--- src/hw/bcfh_pkg.sv ---
`default_nettype none
// ****************************************************************
// frame layout, reply codes and state encoding
// ****************************************************************
package bcfh_pkg;

  // command frame byte positions (serial numbering)
  localparam logic [3:0] BCFH_POS_ADDR  = 4'h0; // module address
  localparam logic [3:0] BCFH_POS_CMD   = 4'h1; // command number
  localparam logic [3:0] BCFH_POS_TYPE  = 4'h2; // type number
  localparam logic [3:0] BCFH_POS_BANK  = 4'h3; // motor or bank
  localparam logic [3:0] BCFH_POS_VAL0  = 4'h4; // value, msb first
  localparam logic [3:0] BCFH_POS_VAL3  = 4'h7; // value, lsb last
  localparam logic [3:0] BCFH_POS_CSUM  = 4'h8; // checksum

  // reply frame byte positions (serial numbering)
  localparam logic [3:0] BCFH_RPOS_RADDR = 4'h0; // reply address
  localparam logic [3:0] BCFH_RPOS_MADDR = 4'h1; // module address
  localparam logic [3:0] BCFH_RPOS_STAT  = 4'h2; // status
  localparam logic [3:0] BCFH_RPOS_CMD   = 4'h3; // echoed command
  localparam logic [3:0] BCFH_RPOS_VAL0  = 4'h4; // value msb
  localparam logic [3:0] BCFH_RPOS_VAL1  = 4'h5; // value
  localparam logic [3:0] BCFH_RPOS_VAL2  = 4'h6; // value
  localparam logic [3:0] BCFH_RPOS_VAL3  = 4'h7; // value lsb
  localparam logic [3:0] BCFH_RPOS_CSUM  = 4'h8; // checksum

  // reply status codes
  localparam logic [7:0] BCFH_ST_OK       = 8'h64; // executed
  localparam logic [7:0] BCFH_ST_LOADED   = 8'h65; // stored
  localparam logic [7:0] BCFH_ST_CSUM     = 8'h01; // bad checksum
  localparam logic [7:0] BCFH_ST_BADCMD   = 8'h02; // unknown command
  localparam logic [7:0] BCFH_ST_BADTYPE  = 8'h03; // bad type
  localparam logic [7:0] BCFH_ST_BADVAL   = 8'h04; // bad value
  localparam logic [7:0] BCFH_ST_LOCKED   = 8'h05; // config locked
  localparam logic [7:0] BCFH_ST_NOTAVAIL = 8'h06; // unavailable

  // reset values
  localparam logic [7:0]  BCFH_RST_BYTE = 8'h00;        // byte regs
  localparam logic [31:0] BCFH_RST_WORD = 32'h00000000; // value regs

  // frame handler states
  typedef enum logic [2:0] {
    BCFH_IDLE,  // receiving
    BCFH_EXEC,  // command at executor
    BCFH_STORE, // command into program memory
    BCFH_RUN,   // fetch next stored command
    BCFH_TX     // sending reply
  } bcfh_state_t;

endpackage
`default_nettype wire

--- src/hw/bcfh_core.sv ---
`timescale 1ns/1ps
`default_nettype none
// How it works
// - transmit only as reply to received command
// - transceiver drives only while replying
// - execute fully before reply starts
// - core command is seven bytes, msb first
// - serial frame: address, seven bytes, checksum
// - checksum is 8-bit sum including address
// - exactly one reply per host command
// - serial reply nine bytes in fixed order
// - reply checksum sums all other bytes
// - CAN frame drops address and checksum
// - CAN reply drops both, id carries address
// - status 100 executed, 101 stored
// - error codes one through six
// - store program, run it without host
module bcfh_core
  import bcfh_pkg::*;
#(
  parameter int PROG_DEPTH = 64, // stored commands
  parameter int PTR_W      = 6   // log2 of PROG_DEPTH
)
(
  input  wire logic        clk_in,         // 50 MHz clock
  input  wire logic        rst_n_in,       // sync reset, low
  input  wire logic        can_mode_in,    // 1: CAN framing
  input  wire logic [7:0]  module_addr_in, // own address
  input  wire logic [7:0]  reply_addr_in,  // reply address / CAN id
  input  wire logic        load_mode_in,   // 1: store, not execute
  input  wire logic        prog_clear_in,  // empty program memory
  input  wire logic        run_start_in,   // start stored program
  input  wire logic [7:0]  rx_data_in,     // received byte
  input  wire logic        rx_valid_in,    // byte strobe
  output logic             exec_req_out,   // command at executor
  output logic      [7:0]  exec_cmd_out,   // command number
  output logic      [7:0]  exec_type_out,  // type number
  output logic      [7:0]  exec_bank_out,  // motor or bank
  output logic      [31:0] exec_value_out, // value
  output logic             exec_host_out,  // 1 host, 0 standalone
  input  wire logic        exec_done_in,   // executor finished
  input  wire logic [7:0]  exec_status_in, // 100 or error code
  input  wire logic [31:0] exec_value_in,  // reply value
  output logic      [7:0]  tx_data_out,    // reply byte
  output logic             tx_valid_out,   // reply byte valid
  output logic             tx_last_out,    // final reply byte
  input  wire logic        tx_ready_in,    // link takes byte
  output logic             xcvr_tx_n_out,  // low: drive the bus
  output logic      [7:0]  can_id_out,     // CAN reply identifier
  output logic      [PTR_W:0] prog_len_out, // stored commands
  output logic             run_busy_out    // standalone running
);

  bcfh_state_t       state_q;    // frame handler state
  logic [3:0]        rx_idx_q;   // bytes taken this frame
  logic              addr_ok_q;  // address byte matched
  logic [7:0]        cmd_q;      // received command
  logic [7:0]        type_q;     // received type
  logic [7:0]        bank_q;     // received bank
  logic [31:0]       val_q;      // received value
  logic [3:0]        rx_pos;     // serial position of byte
  logic [31:0]       full_val;   // value incl. current byte
  logic [7:0]        rx_acc;     // sum of bytes before this
  logic              rx_take;    // byte accepted
  logic              frame_end;  // last frame byte now
  logic              addr_ok;    // frame is for us
  logic              csum_ok;    // checksum matched
  logic              run_go;     // start standalone run
  logic              exec_fin;   // executor done in EXEC
  logic              exec_req_q; // request level
  logic              host_q;     // request from host
  logic [7:0]        ecmd_q;     // command at executor
  logic [7:0]        etype_q;    // type at executor
  logic [7:0]        ebank_q;    // bank at executor
  logic [31:0]       evalue_q;   // value at executor
  logic [55:0]       prog_mem [PROG_DEPTH]; // program store
  logic [PTR_W:0]    prog_len_q; // stored count
  logic [PTR_W-1:0]  run_ptr_q;  // next stored command
  logic [PTR_W:0]    ptr_nx;     // pointer plus one
  logic              prog_full;  // no room left
  logic              run_last;   // final stored command
  logic              go_tx;      // reply starts
  logic [7:0]        stat_d;     // status for reply
  logic [31:0]       rval_d;     // value for reply
  logic [7:0]        stat_q;     // held reply status
  logic [31:0]       rval_q;     // held reply value
  logic [3:0]        tx_pos_q;   // position of tx_data_q
  logic [7:0]        tx_data_q;  // byte on the link
  logic              drv_n_q;    // transceiver direction
  logic [7:0]        can_id_q;   // CAN reply id
  logic [7:0]        tx_acc;     // sum of sent bytes
  logic [7:0]        tx_next;    // sum incl. current byte
  logic              tx_fire;    // byte handed over
  logic              tx_is_last; // current byte is final

  // ****************************************************************
  // receive path
  // ****************************************************************
  // CAN frames start at the command byte, so shift numbering by one
  assign rx_pos    = can_mode_in ? rx_idx_q + 4'h1 : rx_idx_q;
  assign full_val  = (rx_pos == BCFH_POS_VAL3) ?
                     {val_q[23:0], rx_data_in} : val_q;
  // bytes outside IDLE are dropped: master must wait for the reply
  assign rx_take   = rx_valid_in && (state_q == BCFH_IDLE);
  assign frame_end = rx_take && (can_mode_in ?
                     (rx_pos == BCFH_POS_VAL3) :
                     (rx_pos == BCFH_POS_CSUM));
  assign addr_ok   = can_mode_in || addr_ok_q;
  assign csum_ok   = can_mode_in || (rx_data_in == rx_acc);

  // capture frame fields by position
  always_ff @(posedge clk_in)
  begin
    if (!rst_n_in)
    begin
      rx_idx_q  <= 4'h0;
      addr_ok_q <= 1'b0;
      cmd_q     <= BCFH_RST_BYTE;
      type_q    <= BCFH_RST_BYTE;
      bank_q    <= BCFH_RST_BYTE;
      val_q     <= BCFH_RST_WORD;
    end
    else if (rx_take)
    begin
      rx_idx_q <= frame_end ? 4'h0 : rx_idx_q + 4'h1;
      case (rx_pos)
        BCFH_POS_ADDR: addr_ok_q <= (rx_data_in == module_addr_in);
        BCFH_POS_CMD:  cmd_q     <= rx_data_in;
        BCFH_POS_TYPE: type_q    <= rx_data_in;
        BCFH_POS_BANK: bank_q    <= rx_data_in;
        // value arrives msb first, shift left
        default:
          if (rx_pos != BCFH_POS_CSUM)
            val_q <= {val_q[23:0], rx_data_in};
      endcase
    end
  end

  bcfh_sum u_rx_sum (
    .clk_in   (clk_in),
    .rst_n_in (rst_n_in),
    .clear_in (frame_end),
    .add_in   (rx_take),
    .byte_in  (rx_data_in),
    .acc_out  (rx_acc),
    .next_out ()
  );

  // ****************************************************************
  // sequencing
  // ****************************************************************
  // standalone start waits for a quiet link so no byte is lost
  assign run_go   = (state_q == BCFH_IDLE) && run_start_in &&
                    !rx_valid_in && (rx_idx_q == 4'h0) &&
                    (prog_len_q != '0);
  assign exec_fin = (state_q == BCFH_EXEC) && exec_done_in;

  // main state machine
  always_ff @(posedge clk_in)
  begin
    if (!rst_n_in)
      state_q <= BCFH_IDLE;
    else
      case (state_q)
        BCFH_IDLE:
          if (frame_end && addr_ok)
          begin
            if (!csum_ok)
              state_q <= BCFH_TX;
            else if (load_mode_in)
              state_q <= BCFH_STORE;
            else
              state_q <= BCFH_EXEC;
          end
          else if (run_go)
            state_q <= BCFH_EXEC;
        // reply only once the executor reports done
        BCFH_EXEC:
          if (exec_done_in)
            state_q <= host_q ? BCFH_TX :
                       (run_last ? BCFH_IDLE : BCFH_RUN);
        BCFH_RUN:   state_q <= BCFH_EXEC;
        BCFH_STORE: state_q <= BCFH_TX;
        BCFH_TX:
          if (tx_fire && tx_is_last)
            state_q <= BCFH_IDLE;
        default:    state_q <= BCFH_IDLE;
      endcase
  end

  // executor request and fields
  always_ff @(posedge clk_in)
  begin
    if (!rst_n_in)
    begin
      exec_req_q <= 1'b0;
      host_q     <= 1'b0;
      ecmd_q     <= BCFH_RST_BYTE;
      etype_q    <= BCFH_RST_BYTE;
      ebank_q    <= BCFH_RST_BYTE;
      evalue_q   <= BCFH_RST_WORD;
    end
    else if ((state_q == BCFH_IDLE) && frame_end && addr_ok)
    begin
      // a corrupt frame is echoed but never executed
      exec_req_q <= csum_ok && !load_mode_in;
      host_q     <= 1'b1;
      ecmd_q     <= cmd_q;
      etype_q    <= type_q;
      ebank_q    <= bank_q;
      evalue_q   <= full_val;
    end
    else if (run_go || (state_q == BCFH_RUN))
    begin
      exec_req_q <= 1'b1;
      host_q     <= 1'b0;
      {ecmd_q, etype_q, ebank_q, evalue_q} <= prog_mem[run_ptr_q];
    end
    else if (exec_fin)
      exec_req_q <= 1'b0;
  end

  // ****************************************************************
  // program memory
  // ****************************************************************
  assign ptr_nx    = {1'b0, run_ptr_q} + {{PTR_W{1'b0}}, 1'b1};
  assign run_last  = (ptr_nx == prog_len_q);
  assign prog_full = (prog_len_q == (PTR_W+1)'(PROG_DEPTH));

  // store array, no reset needed
  always_ff @(posedge clk_in)
  begin
    if ((state_q == BCFH_STORE) && !prog_full)
      prog_mem[prog_len_q[PTR_W-1:0]] <=
        {ecmd_q, etype_q, ebank_q, evalue_q};
  end

  // fill level and run pointer
  always_ff @(posedge clk_in)
  begin
    if (!rst_n_in)
    begin
      prog_len_q <= '0;
      run_ptr_q  <= '0;
    end
    else
    begin
      if (prog_clear_in && (state_q == BCFH_IDLE))
        prog_len_q <= '0;
      else if ((state_q == BCFH_STORE) && !prog_full)
        prog_len_q <= prog_len_q + {{PTR_W{1'b0}}, 1'b1};
      if (exec_fin && !host_q)
        run_ptr_q <= run_last ? '0 : ptr_nx[PTR_W-1:0];
    end
  end

  // ****************************************************************
  // reply path
  // ****************************************************************
  // pick status and value of the reply being started
  always_comb
  begin
    go_tx  = 1'b0;
    stat_d = stat_q;
    rval_d = rval_q;
    if ((state_q == BCFH_IDLE) && frame_end && addr_ok && !csum_ok)
    begin
      go_tx  = 1'b1;
      stat_d = BCFH_ST_CSUM;
      rval_d = BCFH_RST_WORD;
    end
    else if (state_q == BCFH_STORE)
    begin
      go_tx  = 1'b1;
      // a full store is refused as a bad value
      stat_d = prog_full ? BCFH_ST_BADVAL : BCFH_ST_LOADED;
      rval_d = evalue_q;
    end
    else if (exec_fin && host_q)
    begin
      go_tx  = 1'b1;
      stat_d = exec_status_in;
      rval_d = exec_value_in;
    end
  end

  // reply byte at a given serial position
  function automatic logic [7:0] reply_byte(input logic [3:0] pos);
    case (pos)
      BCFH_RPOS_RADDR: reply_byte = reply_addr_in;
      BCFH_RPOS_MADDR: reply_byte = module_addr_in;
      BCFH_RPOS_STAT:  reply_byte = stat_q;
      BCFH_RPOS_CMD:   reply_byte = ecmd_q;
      BCFH_RPOS_VAL0:  reply_byte = rval_q[31:24];
      BCFH_RPOS_VAL1:  reply_byte = rval_q[23:16];
      BCFH_RPOS_VAL2:  reply_byte = rval_q[15:8];
      BCFH_RPOS_VAL3:  reply_byte = rval_q[7:0];
      default:         reply_byte = BCFH_RST_BYTE;
    endcase
  endfunction

  assign tx_valid_out = (state_q == BCFH_TX);
  assign tx_fire      = tx_valid_out && tx_ready_in;
  assign tx_is_last   = can_mode_in ? (tx_pos_q == BCFH_RPOS_VAL3) :
                        (tx_pos_q == BCFH_RPOS_CSUM);
  assign tx_last_out  = tx_valid_out && tx_is_last;

  // reply byte sequencer
  always_ff @(posedge clk_in)
  begin
    if (!rst_n_in)
    begin
      stat_q    <= BCFH_RST_BYTE;
      rval_q    <= BCFH_RST_WORD;
      tx_pos_q  <= 4'h0;
      tx_data_q <= BCFH_RST_BYTE;
      drv_n_q   <= 1'b1;
      can_id_q  <= BCFH_RST_BYTE;
    end
    else if (go_tx)
    begin
      stat_q   <= stat_d;
      rval_q   <= rval_d;
      can_id_q <= reply_addr_in;
      drv_n_q  <= 1'b0;
      // CAN reply starts at status, serial at reply address
      tx_pos_q  <= can_mode_in ? BCFH_RPOS_STAT : BCFH_RPOS_RADDR;
      tx_data_q <= can_mode_in ? stat_d : reply_addr_in;
    end
    else if (tx_fire)
    begin
      if (tx_is_last)
        drv_n_q <= 1'b1;
      else
      begin
        tx_pos_q <= tx_pos_q + 4'h1;
        if (tx_pos_q == BCFH_RPOS_VAL3)
          tx_data_q <= tx_next;
        else
          tx_data_q <= reply_byte(tx_pos_q + 4'h1);
      end
    end
  end

  bcfh_sum u_tx_sum (
    .clk_in   (clk_in),
    .rst_n_in (rst_n_in),
    .clear_in (go_tx),
    .add_in   (tx_fire),
    .byte_in  (tx_data_q),
    .acc_out  (tx_acc),
    .next_out (tx_next)
  );

  assign exec_req_out   = exec_req_q;
  assign exec_cmd_out   = ecmd_q;
  assign exec_type_out  = etype_q;
  assign exec_bank_out  = ebank_q;
  assign exec_value_out = evalue_q;
  assign exec_host_out  = host_q;
  assign tx_data_out    = tx_data_q;
  assign xcvr_tx_n_out  = drv_n_q;
  assign can_id_out     = can_id_q;
  assign prog_len_out   = prog_len_q;
  assign run_busy_out   = !host_q && (state_q == BCFH_EXEC ||
                                      state_q == BCFH_RUN);
endmodule
`default_nettype wire

--- src/hw/bcfh_sum.sv ---
`timescale 1ns/1ps
`default_nettype none
// ****************************************************************
// modulo-256 additive checksum accumulator
// ****************************************************************
module bcfh_sum
  import bcfh_pkg::*;
(
  input  wire logic       clk_in,   // system clock
  input  wire logic       rst_n_in, // sync reset, low
  input  wire logic       clear_in, // restart sum, wins over add
  input  wire logic       add_in,   // accumulate byte_in
  input  wire logic [7:0] byte_in,  // byte to add
  output logic      [7:0] acc_out,  // sum of bytes so far
  output logic      [7:0] next_out  // sum including byte_in
);

  logic [7:0] acc_q; // running sum

  // carry out of bit 7 is dropped on purpose: 8-bit addition
  assign next_out = acc_q + byte_in;
  assign acc_out  = acc_q;

  // ****************************************************************
  // accumulator
  // ****************************************************************
  always_ff @(posedge clk_in)
  begin
    if (!rst_n_in || clear_in)
      acc_q <= BCFH_RST_BYTE;
    else if (add_in)
      acc_q <= next_out;
  end

endmodule
`default_nettype wire

--- config.mk ---
export PLATFORM = sky130hd
export DESIGN_NAME = bcfh_core
export DESIGN_NICKNAME = d
export VERILOG_FILES = /design/src/hw/bcfh_pkg.sv /design/src/hw/bcfh_core.sv /design/src/hw/bcfh_sum.sv
export SDC_FILE = /design/constraint.sdc
export NUM_CORES = 2
export LEC_CHECK = 0
export ABC_AREA = 0
export BUFFER_PORTS_ARGS = -buffer_cell sky130_fd_sc_hd__clkbuf_2
export CAP_MARGIN = 20
export CORE_UTILIZATION = 35
export CTS_CLUSTER_DIAMETER = 150
export DETAILED_ROUTE_END_ITERATION = 10
export PLACE_DENSITY = 0.57
export SLEW_MARGIN = 20
export SYNTH_ARGS = -nofsm -noshare
export SYNTH_HDL_FRONTEND = slang
export SYNTH_SLANG_ARGS = --single-unit
--- constraint.sdc ---
create_clock -name clk_in -period 5.8 [get_ports clk_in]
set_input_delay 0 -clock clk_in [delete_from_list [all_inputs] [get_ports clk_in]]
set_output_delay 0 -clock clk_in [all_outputs]
set_load 0.05 [all_outputs]
==> impl_results.md <==
- DR vias: 79,100
- Cell Area, Synth: 0.147 sq mm
- Area occupied by multi-input gates: 0.0333 sq mm
- Pwr dens: 323 mW/mm^2
- Vias in the first global route: 77,800
- Dpl hpwl: 267,000 microns
- CP Cell Sequence: buf_12, buf_4, mux4_2, mux4_2, a21oi_1, a31oi_1, a311oi_1, nor2_1
- Layout area overhead: 16.4%
- Max_slew headroom: 0.146
- Hold_buf cts: 175
- Switching power total: 11,000 uW
- Yosys top cell area share: 0.732
- Most used cell along the critical path: mux4_2
- DR vias/cell: 5.89
- # IOs: 158
- Gates resized, CTS repair: 0
- Max-slew violations: 0
- Crit Path Max Fanout: 26
- Unrepaired setup endpoints after global routing: no
- Internal power: 44,300 uW
- # DRC: 0
- Max Freq: 230 MHz
- Clk pwr share: 0.459
- CP Class: reg -> reg
- Most frequent cells in the layout: edfxtp_1 (3,584), mux4_2 (960), clkbuf_16 (390), nand2_1 (272), buf_4 (249)
- Initial Util: 0.352
- Yosys reg bits: 3,802
- WL per Instance: 35.1 microns
- Commonest non-fill, non-tap cell in the layout: edfxtp_1
- Final setup viols: 0
- Slowest CP cell: dfxtp_4
- Ys Warns: 0
- Min-Delay Path Class: in -> reg
- Core area: 0.417 sq mm
- Final Hold Vio Count: 0
- Clock Latency Late Sink: 0.97 ns
- Clk buf depth: 4
- Comb power frac: 0.006
- Synth area leader: edfxtp_1
- Drt total wl: 471,000 microns
- First-pass GRT wire length: 645,000 microns
- Initial DRC count: 11,900
- Predominant post-synthesis flop cell: edfxtp_1
- DIE HEIGHT: 650 microns
- Worst clock skew: 0.0576 ns
- Dominant cells by area after synthesis: edfxtp_1 (73%), mux4_2 (15%), dfxtp_1 (3.0%), mux2i_1 (1.6%), nor2_1 (0.72%)
- Outcome: finished, final reports clean
- Fillers: 36,100
- DP Cell Count: 12,500
- Synth async-reset ratio: 0
- Nets: 7,684
- Crit start category: flip-flop
- Hold_ws: 0.132 ns
- Critical path capture point type: flip-flop
- Clock sink count: 3,802
- Worst path max stage delay: 1.11 ns
- Sw Ratio: 0.198
- Row count: 237
- Drt first pass iters: 8
- Share of cells above drive strength 1: 0.276
- P_leak: 0.0552 uW
- Mapped Cells: 6,951
- Port-buffer cells: 157
- Die width: 650 microns
- Finished Layout Cells: 13,400
- CP bufs+invs: 2
- Largest net degree at the start of global routing: 74
- Num CTS Buffers: 386
- Min Tclk post-route: 4.35 ns
- Aggregate global-route resource usage: 0.218
- Post-CTS Setup Inserts: 0
- Tightest Pin Transition: 1.28 ns
- Max-cap viol count: 0
- CTS tree: done
- Register area: 0.112 sq mm
- Reg clk slew, reported paths: 0.07 ns
- IR drop worst, VDD: 0.000244 V
- Post-synth cell types: 74
- Die area: 0.423 sq mm
- Total power: 55,300 uW
- Setup TNS: 0 ns
- Reg power frac: 0.535
- RD Place Congestion: 0.863
- Routed Antenna Nets: 0
- GR Overflow Total: 0
- Syn nets: 7,051
- CP Data Required Time: 6.64 ns
- Ratio of final minimum period to clock period: 0.749
- H-tree level count: 5
- Post-synthesis sequential area ratio: 0.762
- Average cell area after synthesis: 21.1 sq um
- Post-synth EDFFs: 3,584
- Root buffer cell: clkbuf_16
- Worst path top cell family by delay: compound AO/OA/AOI/OAI gates
- Initial antenna violation count: 30
- CP arrival: 5.19 ns
==> power groups by stage <==
stage / logic (uW) / registers, uW / clock network (uW)
2_1_floorplan: 141 / 30200 / 0
3_3_place_gp: 245 / 30200 / 0
3_5_place_dp: 252 / 30200 / 0
4_1_cts: 320 / 29600 / 25600
5_1_grt: 351 / 29600 / 26700
6_report: 336 / 29600 / 25400
==> cell usage after synthesis, drive strengths merged, types with 17 or more instances <==
master and count:
edfxtp 3584, mux2i 237, a21oi 142, a311oi 52, nand3 55, o21ai 57, nor2b 30, o22ai 91
mux4 960, clkbuf 179, a22oi 99, nor2 285, a31oi 44, inv 23, nor3 27, ha 25
buf 232, a211oi 34, xnor2 29, a221oi 17, and2 28, nand2 275, and3 27, dfxtp 218
==> routing by layer <==
| layer | track usage | vias to the layer above | part of all wire |
|---|---|---|---|
| met5 | 0 | - | 0.00014 |
| met4 | 0.0659 | 10 | 0.035 |
| met3 | 0.0454 | 838 | 0.10 |
| met2 | 0.346 | 4730 | 0.47 |
| met1 | 0.302 | 43000 | 0.40 |
| li1 | - | 30400 | - |
==> worst paths after layout <==
path / start / end / slack, ns / depth (start not counted)
worst max-delay path: flip-flop / exec_value_out[23] / 1.45 / 8
worst min-delay path: tx_ready_in / u_tx_sum.acc_out[2] / 0.13 / 5
worst max register to register: flip-flop / exec_value_out[23] / 1.45 / 8
worst min register to register: u_rx_sum.acc_out[4] / u_rx_sum.acc_out[4] / 0.47 / 2
==> kinds of logic (layout without fill, tap and decap cells) <==
logic type | count (synthesis) | count (layout) | synth area share
other cells | 0 | 9 | 0
mux | 1204 | 1204 | 0.164
compound gates | 653 | 653 | 0.0304
fa+ha+maj | 27 | 27 | 0.00240
flops | 3802 | 3802 | 0.762
buf+inv | 437 | 1400 | 0.0154
simple gates | 788 | 788 | 0.0237
xor+xnor | 40 | 40 | 0.00238
==> through the flow <==
stage	setup slack [ns]	util	instance area, sq um
global placement	0.707	0.375	156000
detailed placement	1.44	0.375	157000
global route	1.31	0.410	171000
floorplan	0.825	-	147000
finish	1.45	0.410	171000
CTS	1.42	0.410	171000
==> worst reg2reg max path, delay by kind of cell (launching register included) <==
family / cells / cell delay [ns]
AOI/OAI and AO/OA: 3 / 1.31
DFF: 1 / 1.11
buffers and inverters: 2 / 0.73
muxes: 2 / 1.01
and+or+nand+nor: 1 / 0.07
==> final cells by class <==
cell class	instances	area share
Antenna cell	9	0.000132
Clock buffer	490	0.0605
Clock inverter	228	0.0144
Inverter	26	0.000658
Multi-Input combinational cell	2712	0.195
Sequential cell	3802	0.655
Tap cell	5497	0.0402
Timing Repair Buffer	656	0.0344
==> flip-flops by register name (all words and copies together) (netlist names), 32 cells and up, named ones only <==
register and count:
val_q 32, exec_value_out 32, rval_q 32, prog_mem 3584
(Power assumes the default switching activity.)
